### src/pwc_pkg.sv
/*
  Package for the port-write capture register group: register byte offsets,
  field positions, reset values and shared types.
  Assumes a 32-bit APB slave with 12-bit byte addresses and one word per register.
*/
package pwc_pkg;

  // bus geometry
  localparam int unsigned ADDR_W    = 12;
  localparam int unsigned DATA_W    = 32;
  localparam int unsigned NUM_PORTS = 4;

  // register byte offsets
  localparam logic [ADDR_W-1:0] OFS_TICK_DIVIDER_VALUE     = 12'h000;
  localparam logic [ADDR_W-1:0] OFS_NOTIFY_CTL   = 12'h004;
  localparam logic [ADDR_W-1:0] OFS_CAPT_BASE    = 12'h010;
  localparam logic [ADDR_W-1:0] OFS_PORTNUM_BASE = 12'h020;

  // a bank of four word registers spans 16 bytes
  localparam logic [ADDR_W-1:0] BANK_MASK = 12'hFF0;
  localparam int unsigned       IDX_LSB   = 2;
  localparam int unsigned       IDX_MSB   = 3;

  // field layout
  localparam int unsigned TICK_DIVIDER_VALUE_MSB = 7;
  localparam int unsigned FLAG_BIT     = 0;
  localparam int unsigned EN_BIT       = 1;
  localparam int unsigned PORTNUM_MSB  = 7;
  localparam int unsigned BLOCK_W      = 6;

  // reset values
  localparam logic [7:0]        TICK_DIVIDER_VALUE_RST = 8'h0F;
  localparam logic [DATA_W-1:0] WORD_ZERO    = 32'h0000_0000;
  localparam logic [7:0]        BYTE_ZERO    = 8'h00;

  typedef logic [DATA_W-1:0]                pwc_word_t;
  typedef logic [NUM_PORTS-1:0][DATA_W-1:0] pwc_payload_t;
  typedef logic [1:0]                       pwc_port_idx_t;

endpackage

### src/pwc_tick_if.sv
/*
  Interface carrying the tick divider value to the time-base generator and the
  tick enable back.
  Assumes both ends run on pclk.
*/
interface pwc_tick_if;
  logic [7:0] divider;
  logic       tick;

  modport cfg (output divider, input tick);
  modport gen (input divider, output tick);
endinterface
### src/pwc_regs.sv
/*
  Port-write capture register group as an APB slave: tick prescaler, notify
  control/status, four payload capture words and four port number registers.
  Builds the port number for outgoing port-write requests.
  Assumes the link logic presents a received payload with a one-cycle valid and
  requests outgoing port numbers with a one-cycle strobe, all on pclk.
  Limitation: port numbers are fixed per instance through SWITCH_BLOCK, so two
  instances in one switch must be given different blocks.
*/
module pwc_regs #(
  parameter logic [5:0] SWITCH_BLOCK = 6'h00
) (
  input  wire logic                            pclk,
  input  wire logic                            presetn,
  input  wire logic                            psel,
  input  wire logic                            penable,
  input  wire logic                            pwrite,
  input  wire logic [pwc_pkg::ADDR_W-1:0]      paddr,
  input  wire logic [pwc_pkg::DATA_W-1:0]      pwdata,
  input  wire logic [3:0]                      pstrb,
  output logic      [pwc_pkg::DATA_W-1:0]      prdata,
  output logic                                 pready,
  output logic                                 pslverr,
  input  wire logic                            pw_in_valid,
  input  wire pwc_pkg::pwc_payload_t           pw_in_payload,
  input  wire logic                            pw_out_req,
  input  wire pwc_pkg::pwc_port_idx_t          pw_out_port,
  output logic                                 pw_out_valid,
  output logic      [7:0]                      pw_out_port_number,
  output logic                                 notify_in_irq_out,
  output logic                                 tick_out
);

  typedef struct packed {
    logic [7:0]            tick_divider_value;
    logic                  notify_in_flag;
    logic                  notify_in_irq_enable;
    pwc_pkg::pwc_payload_t notify_payload_word;
    pwc_pkg::pwc_word_t    rd_data;
    logic                  rd_err;
    logic                  out_valid;
    logic [7:0]            out_number;
  } pwc_regs_state_t;

  pwc_regs_state_t st;
  pwc_regs_state_t next_st;

  logic setup_phase;
  logic apb_write;
  logic ctl_write;
  logic flag_clear;

  pwc_tick_if tif ();

  // true when the address is word-aligned and falls inside a four-word bank at the given base
  function automatic logic in_bank(input logic [pwc_pkg::ADDR_W-1:0] addr,
                                   input logic [pwc_pkg::ADDR_W-1:0] base);
    in_bank = ((addr & pwc_pkg::BANK_MASK) == base) && (addr[pwc_pkg::IDX_LSB-1:0] == '0);
  endfunction

  // word index inside a bank
  function automatic pwc_pkg::pwc_port_idx_t bank_idx(input logic [pwc_pkg::ADDR_W-1:0] addr);
    bank_idx = addr[pwc_pkg::IDX_MSB:pwc_pkg::IDX_LSB];
  endfunction

  // fabric connection number: block in the high bits, port in the low two
  function automatic logic [7:0] switch_port_number(input pwc_pkg::pwc_port_idx_t idx);
    switch_port_number = {SWITCH_BLOCK, idx};
  endfunction

  // read mux; every reserved bit is forced to zero here
  function automatic pwc_pkg::pwc_word_t read_word(input logic [pwc_pkg::ADDR_W-1:0] addr,
                                                   input pwc_regs_state_t s);
    read_word = pwc_pkg::WORD_ZERO;
    if (addr == pwc_pkg::OFS_TICK_DIVIDER_VALUE) begin
      read_word[pwc_pkg::TICK_DIVIDER_VALUE_MSB:0] = s.tick_divider_value;
    end else if (addr == pwc_pkg::OFS_NOTIFY_CTL) begin
      read_word[pwc_pkg::FLAG_BIT] = s.notify_in_flag;
      read_word[pwc_pkg::EN_BIT]   = s.notify_in_irq_enable;
    end else if (in_bank(addr, pwc_pkg::OFS_CAPT_BASE)) begin
      read_word = s.notify_payload_word[bank_idx(addr)];
    end else if (in_bank(addr, pwc_pkg::OFS_PORTNUM_BASE)) begin
      read_word[pwc_pkg::PORTNUM_MSB:0] = switch_port_number(bank_idx(addr));
    end
  endfunction

  // decoded register window; any other address is refused with pslverr
  function automatic logic mapped(input logic [pwc_pkg::ADDR_W-1:0] addr);
    mapped = (addr == pwc_pkg::OFS_TICK_DIVIDER_VALUE) || (addr == pwc_pkg::OFS_NOTIFY_CTL) ||
             in_bank(addr, pwc_pkg::OFS_CAPT_BASE) || in_bank(addr, pwc_pkg::OFS_PORTNUM_BASE);
  endfunction

  // apb phase decode; the slave never stretches the access phase
  // the error flag is decided in the setup cycle, so the access phase needs no decode
  assign setup_phase = psel && !penable;
  assign apb_write   = psel && penable && pwrite && pready;
  assign ctl_write   = apb_write && pstrb[0] && (paddr == pwc_pkg::OFS_NOTIFY_CTL);
  assign flag_clear  = ctl_write && pwdata[pwc_pkg::FLAG_BIT];

  // next-state logic for every register of the block
  always_comb begin
    next_st           = st;
    next_st.out_valid = 1'b0;

    // tick_divider_value write; only byte lane 0 holds live bits, upper lanes are ignored
    if (apb_write && pstrb[0] && (paddr == pwc_pkg::OFS_TICK_DIVIDER_VALUE)) begin
      next_st.tick_divider_value = pwdata[pwc_pkg::TICK_DIVIDER_VALUE_MSB:0];
    end
    // enable follows bit 1 of every control write; bit 0 only ever clears
    if (ctl_write) begin
      next_st.notify_in_irq_enable = pwdata[pwc_pkg::EN_BIT];
    end

    // sticky flag: a payload arriving with the clearing write still sets it
    next_st.notify_in_flag = (st.notify_in_flag && !flag_clear) || pw_in_valid;
    if (pw_in_valid) begin
      next_st.notify_payload_word = pw_in_payload;
    end

    // read data is taken in the setup cycle so prdata leaves a flip-flop
    if (setup_phase) begin
      next_st.rd_data = pwrite ? pwc_pkg::WORD_ZERO : read_word(paddr, st);
      next_st.rd_err  = !mapped(paddr);
    end

    // outgoing port-write: report this port's own number
    // a request every cycle is fine: each one reloads the number
    if (pw_out_req) begin
      next_st.out_valid  = 1'b1;
      next_st.out_number = switch_port_number(pw_out_port);
    end
  end

  // single state register
  always_ff @(posedge pclk or negedge presetn) begin
    if (!presetn) begin
      st                    <= '0;
      st.tick_divider_value <= pwc_pkg::TICK_DIVIDER_VALUE_RST;
    end else begin
      st <= next_st;
    end
  end

  // time base; the divider value itself is software's to pick per clock rate
  assign tif.divider = st.tick_divider_value;

  pwc_tick_gen u_tick (
    .pclk    (pclk),
    .presetn (presetn),
    .tif     (tif)
  );

  // outputs
  // every register is a flop or a constant, so the slave never needs a wait state
  assign prdata             = st.rd_data;
  assign pready             = 1'b1;
  assign pslverr            = psel && penable && st.rd_err;
  assign pw_out_valid       = st.out_valid;
  assign pw_out_port_number = st.out_number;
  assign notify_in_irq_out  = st.notify_in_flag && st.notify_in_irq_enable;
  assign tick_out           = tif.tick;
endmodule

### src/pwc_tick_gen.sv
/*
  Time-base generator: divides pclk by (divider + 1) into a one-cycle tick.
  Assumes the divider comes from a register on the same clock.
*/
module pwc_tick_gen (
  input  wire logic pclk,
  input  wire logic presetn,
  pwc_tick_if.gen   tif
);

  typedef struct packed {
    logic [7:0] count;
    logic       tick;
  } pwc_tick_state_t;

  pwc_tick_state_t st;
  pwc_tick_state_t next_st;

  // count up to the divider; >= keeps a lowered divider from wrapping through 255
  always_comb begin
    next_st = st;
    if (st.count >= tif.divider) begin
      next_st.count = pwc_pkg::BYTE_ZERO;
      next_st.tick  = 1'b1;
    end else begin
      next_st.count = 8'(st.count + 8'h01);
      next_st.tick  = 1'b0;
    end
  end

  // state register
  always_ff @(posedge pclk or negedge presetn) begin
    if (!presetn) begin
      st <= '0;
    end else begin
      st <= next_st;
    end
  end

  assign tif.tick = st.tick; // from a flip-flop
endmodule

### config.mk
export PLATFORM = sky130hd
export DESIGN_NAME = pwc_regs
export DESIGN_NICKNAME = d
export VERILOG_FILES = /design/src/pwc_pkg.sv /design/src/pwc_tick_if.sv /design/src/pwc_regs.sv /design/src/pwc_tick_gen.sv
export SDC_FILE = /design/constraint.sdc
export NUM_CORES = 1
export LEC_CHECK = 0
export ABC_AREA = 1
export BUFFER_PORTS_ARGS = -buffer_cell sky130_fd_sc_hd__buf_4
export CAP_MARGIN = 40
export CORE_MARGIN = 5
export CORE_UTILIZATION = 45
export CTS_CLUSTER_SIZE = 12
export DETAILED_ROUTE_END_ITERATION = 10
export PLACE_DENSITY = 0.7
export SLEW_MARGIN = 20
export SYNTH_ARGS = -nofsm -noshare
export SYNTH_HDL_FRONTEND = slang
export SYNTH_SLANG_ARGS = --single-unit
### constraint.sdc
create_clock -name pclk -period 2.2 [get_ports pclk]
set_input_delay 0.11 -clock pclk [delete_from_list [all_inputs] [get_ports pclk]]
set_output_delay 0.11 -clock pclk [all_outputs]
set_load 0.01 [all_outputs]
Word-level counts from Yosys, hierarchy flattened
Cells that the tools add are included.
- register bits after elaboration: 183
- magnitude comparators: 2
- reduce and logical (&&, ||, !) cells: 21
- equality and inequality tests: 3
- mux-type cells: 12
- add/sub/neg operators: 1
- operators with widths (cell ; number):
    binary-select mux 32 bit (select 2 bit) ; 1
    two-way mux 32 bit ; 2
    two-way mux 24 bit ; 2
    two-way mux 30 bit ; 1
    two-way mux 9 bit ; 2
    two-way mux 8 bit ; 2
    equality test 12 x 3 -> 1 bit, second input constant ; 1
    logical AND 1 bit ; 12
    logical NOT 12 bit ; 1
    adder 8 x 1 -> 8 bit, second input constant ; 1
    equality test 8 x 1 -> 1 bit, second input constant ; 1
    equality test 8 x 2 -> 1 bit, second input constant ; 1
    greater-or-equal comparator 8 bit ; 1
    logical OR 1 bit ; 4
    two-way mux 2 bit ; 2
    logical NOT 1 bit ; 3
    < comparator 2 x 3 -> 1 bit, second input constant ; 1
    logical NOT 2 bit ; 1

Longest topological paths before layout
- depth in word-level cells: 8
- gate-level depth with buffers: 10

Modules after synthesis
Synthesis repeated with hierarchy kept, for this count alone.
- cell total of the unflattened synthesis: 1023
- area total of the unflattened synthesis: 8539.4 um^2
- by module, submodules not included (module ; instances ; cells an instance ; area an instance (um^2) ; sequential area each (um^2)):
    pwc_regs ; 1 ; 952 ; 7936.4 ; 4359.2
    pwc_tick_gen ; 1 ; 71 ; 603.1 ; 225.2

Least setup slack after synthesis
OpenSTA, ideal clock, no wires.
- path type: register -> register
- from: register st, in the netlist tif.divider[3]
- to: register u_tick.st[1] in the netlist's numbering
- arrival: 1.485 ns
- library setup time: 0.080 ns
- clock period less this slack: 1.566 ns
- path slack: 0.634 ns
- data required time: 2.120 ns
- buffers on the path: 0
- stages on the path, launching flop included: 8
- path through: dfstp_2 > inv_1 > ha_1 > a21oi_1 > o21ai_0 > nand2_1 > o2111ai_1 > nor2_1
- RTL lines (item ; line ; text):
    start, declared ; pwc_regs.sv:45 ; pwc_regs_state_t st;
    start signal, assigned ; pwc_regs.sv:140 ; st <= next_st;
    end signal, assigned ; pwc_tick_gen.sv:36 ; st <= next_st;
    end, declared ; pwc_tick_gen.sv:16 ; pwc_tick_state_t st;

==> flow_metrics.py <==
metrics = {
    "place": {
        "hpwlAfterDp_um": 15300,
        "place_ws_ns": 0.183,
        "io_buffers": 195,
        "routabilityCongestion": 0.842,
    },
    "final_layout": {
        "fill_cells": 1461,
        "final-seq-area_mm2": 0.00458,
        "multi_input_combinational_cell_area_mm2": 0.00298,
        "layout.nets": 1486,
        "flow.area_growth_from_synthesis_pct": 41.1,
        "drive_gt1_share_pct": 19.8,
    },
    "die": {
        "die_height_um": 146,
        "design.portCount": 230,
        "core-area_mm2": 0.0181,
        "dieArea_mm2": 0.0214,
        "chipWidth_um": 146,
        "start_util_pct": 46.1,
        "rows": 49,
    },
    "routing": {
        "drc": 0,
        "drtPass1Iterations": 5,
        "via_per_inst": 4.99,
        "detail_route.wirelength_um": 24200,
        "drtIter0Drc": 494,
        "vias": 7679,
        "wl_per_cell_um": 15.7,
        "final_antenna_net_count": 0,
    },
    "timing": {
        "peak_freq_mhz": 540,
        "setup_slack_ns": 0.347,
        "finalSetupViolations": 0,
        "tightest_slew_ns": 0.787,
        "max-slew-margin-rel_pct": 47.4,
        "final-max-slew-violation-count": 0,
        "final.setup.tns_ns": 0,
        "clock_skew_ns": 0.00821,
        "finalCritPeriodShare_pct": 84.2,
        "hold_violations": 0,
        "period_needed_ns": 1.85,
        "rsz0062_at_grt": "false",
    },
    "cts": {
        "tritoncts": "done",
        "cts_root_buf": "clkbuf_16",
        "cts.htree.levels": 4,
        "post_cts_buffers": 0,
        "cts_buffers": 17,
        "clkSinkCount": 183,
        "worst_setup_hold_path_clk_slew_ns": 0.07,
        "postCtsHoldBufs": 140,
        "worst_skew_late_latency_ns": 0.42,
        "cts.path.max_buffers": 2,
        "cts.repair.resized": 0,
    },
    "grt": {
        "grt_max_degree": 98,
        "antenna_violations_before_repair": 3,
        "grt_pass1_vias": 7831,
        "grt_pass1_wl_um": 39900,
        "track_usage_pct": 22.9,
        "global_route.overflow_total": 0,
    },
    "synth": {
        "synthTopCellsByCount": "nand2_1 (369), dfrtp_1 (179), o21ai_0 (85)",
        "synth-seq-area-share_pct": 54.8,
        "ys_ff_latch": 183,
        "synthMostInstantiatedCell": "nand2_1",
        "syn-cell-area_mm2": 0.00837,
        "synthFlopType": "dfrtp_1",
        "count_of_synthesis_stage_warnings_from_yosys": 0,
        "largest_area_contributor_in_the_netlist": "dfrtp_1",
        "post_synthesis_async_set_or_reset_flop_share_pct": 100,
        "synth.top_cells.by_area": "dfrtp_1 (54%), nand2_1 (17%), o21ai_0 (5.1%)",
        "synth.lib_cells_used.distinct": 32,
        "syn_inst": 1008,
        "post-synth-top-area-fraction_pct": 53.5,
        "syn-mean-instance-area_um2": 8.30,
        "synth_enable_flop_cells": 0,
    },
    "critical_path": {
        "regToRegSetupSlack_ns": 0.35,
        "criticalPathCategory": "register to register",
        "worstSetupStartpointType": "register",
        "required_ns": 2.54,
        "critical_path.endpoint_type": "register",
        "timing.critical_path.to": "u_tick.st[4]",
        "rr_worst_depth": 7,
        "timing.critical_path.arrival_ns": 2.19,
        "cp-startpoint": "tif.divider[1]",
        "regToRegEndpoint": "u_tick.st[4]",
        "path_max_fanout": 9,
        "critical_path.reg2reg.startpoint": "tif.divider[1]",
    },
    "worst_hold_path": {
        "hp-class": "primary input to register",
        "min_path_cells": 3,
    },
    "power_and_ir_drop": {
        "sw_share_pct": 24.6,
        "power.net_switching_mw": 1.97,
        "leak_pwr_nw": 6.09,
        "pwr-share-clk_pct": 40.4,
        "cell_internal_pwr_mw": 6.02,
        "power.ir.vdd_worst_mv": 0.495,
        "share_seq_of_total_power_pct": 46.0,
        "power.density_mw_per_mm2": 677,
        "p_comb_share_pct": 13.6,
    },
    "status": {
        "outcome": "finished clean",
    },
    "flow_run": {
        "max_cap_violations": 0,
    },
}
[metrics by stage]
| step | total power, mW | area (um2) | std cells | utilization [%] | hold WS, ns |
|---|---|---|---|---|---|
| floorplan | 4.16 | 8380 | 1013 | - | -0.186 |
| global placement | 4.58 | 9760 | 1362 | 53.8 | 0.0737 |
| detailed placement | 4.61 | 9760 | 1362 | 53.8 | 0.0723 |
| CTS | 8.04 | 11800 | 1534 | 65.0 | 0.0151 |
| global route | 8.33 | 11800 | 1537 | 65.0 | 0.0436 |
| finish | 7.99 | 11800 | 1538 | 65.0 | 0.0359 |
[critical path, cell delays in order (launching register included)]
cell,delay (ns)
dfstp_2,0.55
inv_1,0.05
ha_1,0.31
a21oi_1,0.14
o21ai_0,0.08
nand2_1,0.07
o2111ai_1,0.35
nor2_1,0.22
[kinds of logic (layout without fill, tap and decap cells)]
| kind of cell | after synthesis | in the layout | share of synthesized area (%) |
|---|---|---|---|
| compound gates | 183 | 183 | 11.7 |
| xor+xnor | 5 | 5 | 0.524 |
| fa+ha+maj | 9 | 9 | 1.35 |
| buf+inv | 166 | 458 | 9.75 |
| flops | 183 | 183 | 54.8 |
| mux | 2 | 2 | 0.269 |
| other cells | 2 | 11 | 0.0898 |
| simple gates | 458 | 458 | 21.5 |
[state kept, by name, summed over array words and instances, names as in the netlist]
register and count:
prdata 32, pw_out_port_number 2, pw_out_valid 1, st 131, tif.divider 8, u_tick.st 8
u_tick.tif.tick 1
[power groups by stage]
stage / sequential [mW] / clock, mW / combinational [mW]
2_1_floorplan: 3.71 / 0 / 0.449
3_5_place_dp: 3.73 / 0 / 0.874
6_report: 3.67 / 3.23 / 1.08
5_1_grt: 3.69 / 3.42 / 1.22
4_1_cts: 3.67 / 3.29 / 1.08
3_3_place_gp: 3.73 / 0 / 0.859
[cell usage in the layout (no fill, tap or decap), types with 5 or more instances in the layout]
| cell | count |
|---|---|
| o221ai_1 | 6 |
| clkbuf_16 | 17 |
| o22ai_1 | 25 |
| ha_1 | 9 |
| a21oi_1 | 42 |
| inv_1 | 72 |
| dlygate4sd3_1 | 140 |
| o21ai_1 | 23 |
| conb_1 | 7 |
| inv_6 | 5 |
| nand3_1 | 23 |
| nand2_1 | 369 |
| buf_4 | 205 |
| dfrtp_1 | 179 |
| o21ai_0 | 85 |
| nor2_1 | 53 |
[metal layers]
layer | vias to the layer above | wire length [um] | track usage [%]
met2 | 239 | 12100 | 38.1
met4 | 0 | 576 | 8.70
li1 | 3716 | - | -
met3 | 42 | 1190 | 4.21
met5 | - | 0 | 0
met1 | 3682 | 10400 | 30.0
[final cells by class]
type                       count  area share (%)
antenna                        4          0.0848
clock buffer                  20            3.96
clock inverter                12            1.39
inverter                      77            2.46
multi-input combinational    664            25.3
sequential                   183            38.9
tap                          229            2.43
timing repair buffer         349            25.5
[how the worst min path moves through the flow]
stage	slack [ns]	end	from
final	0.04	st[50]	pw_in_valid
after global routing	0.04	st[51]	pw_in_valid
after CTS	0.02	st[50]	pw_in_valid
after detailed placement	0.07	st[123]	presetn
after global placement	0.07	st[155]	presetn
after floorplan	-0.19	prdata[0]	presetn
No activity file was read; power rests on OpenSTA's default activity.
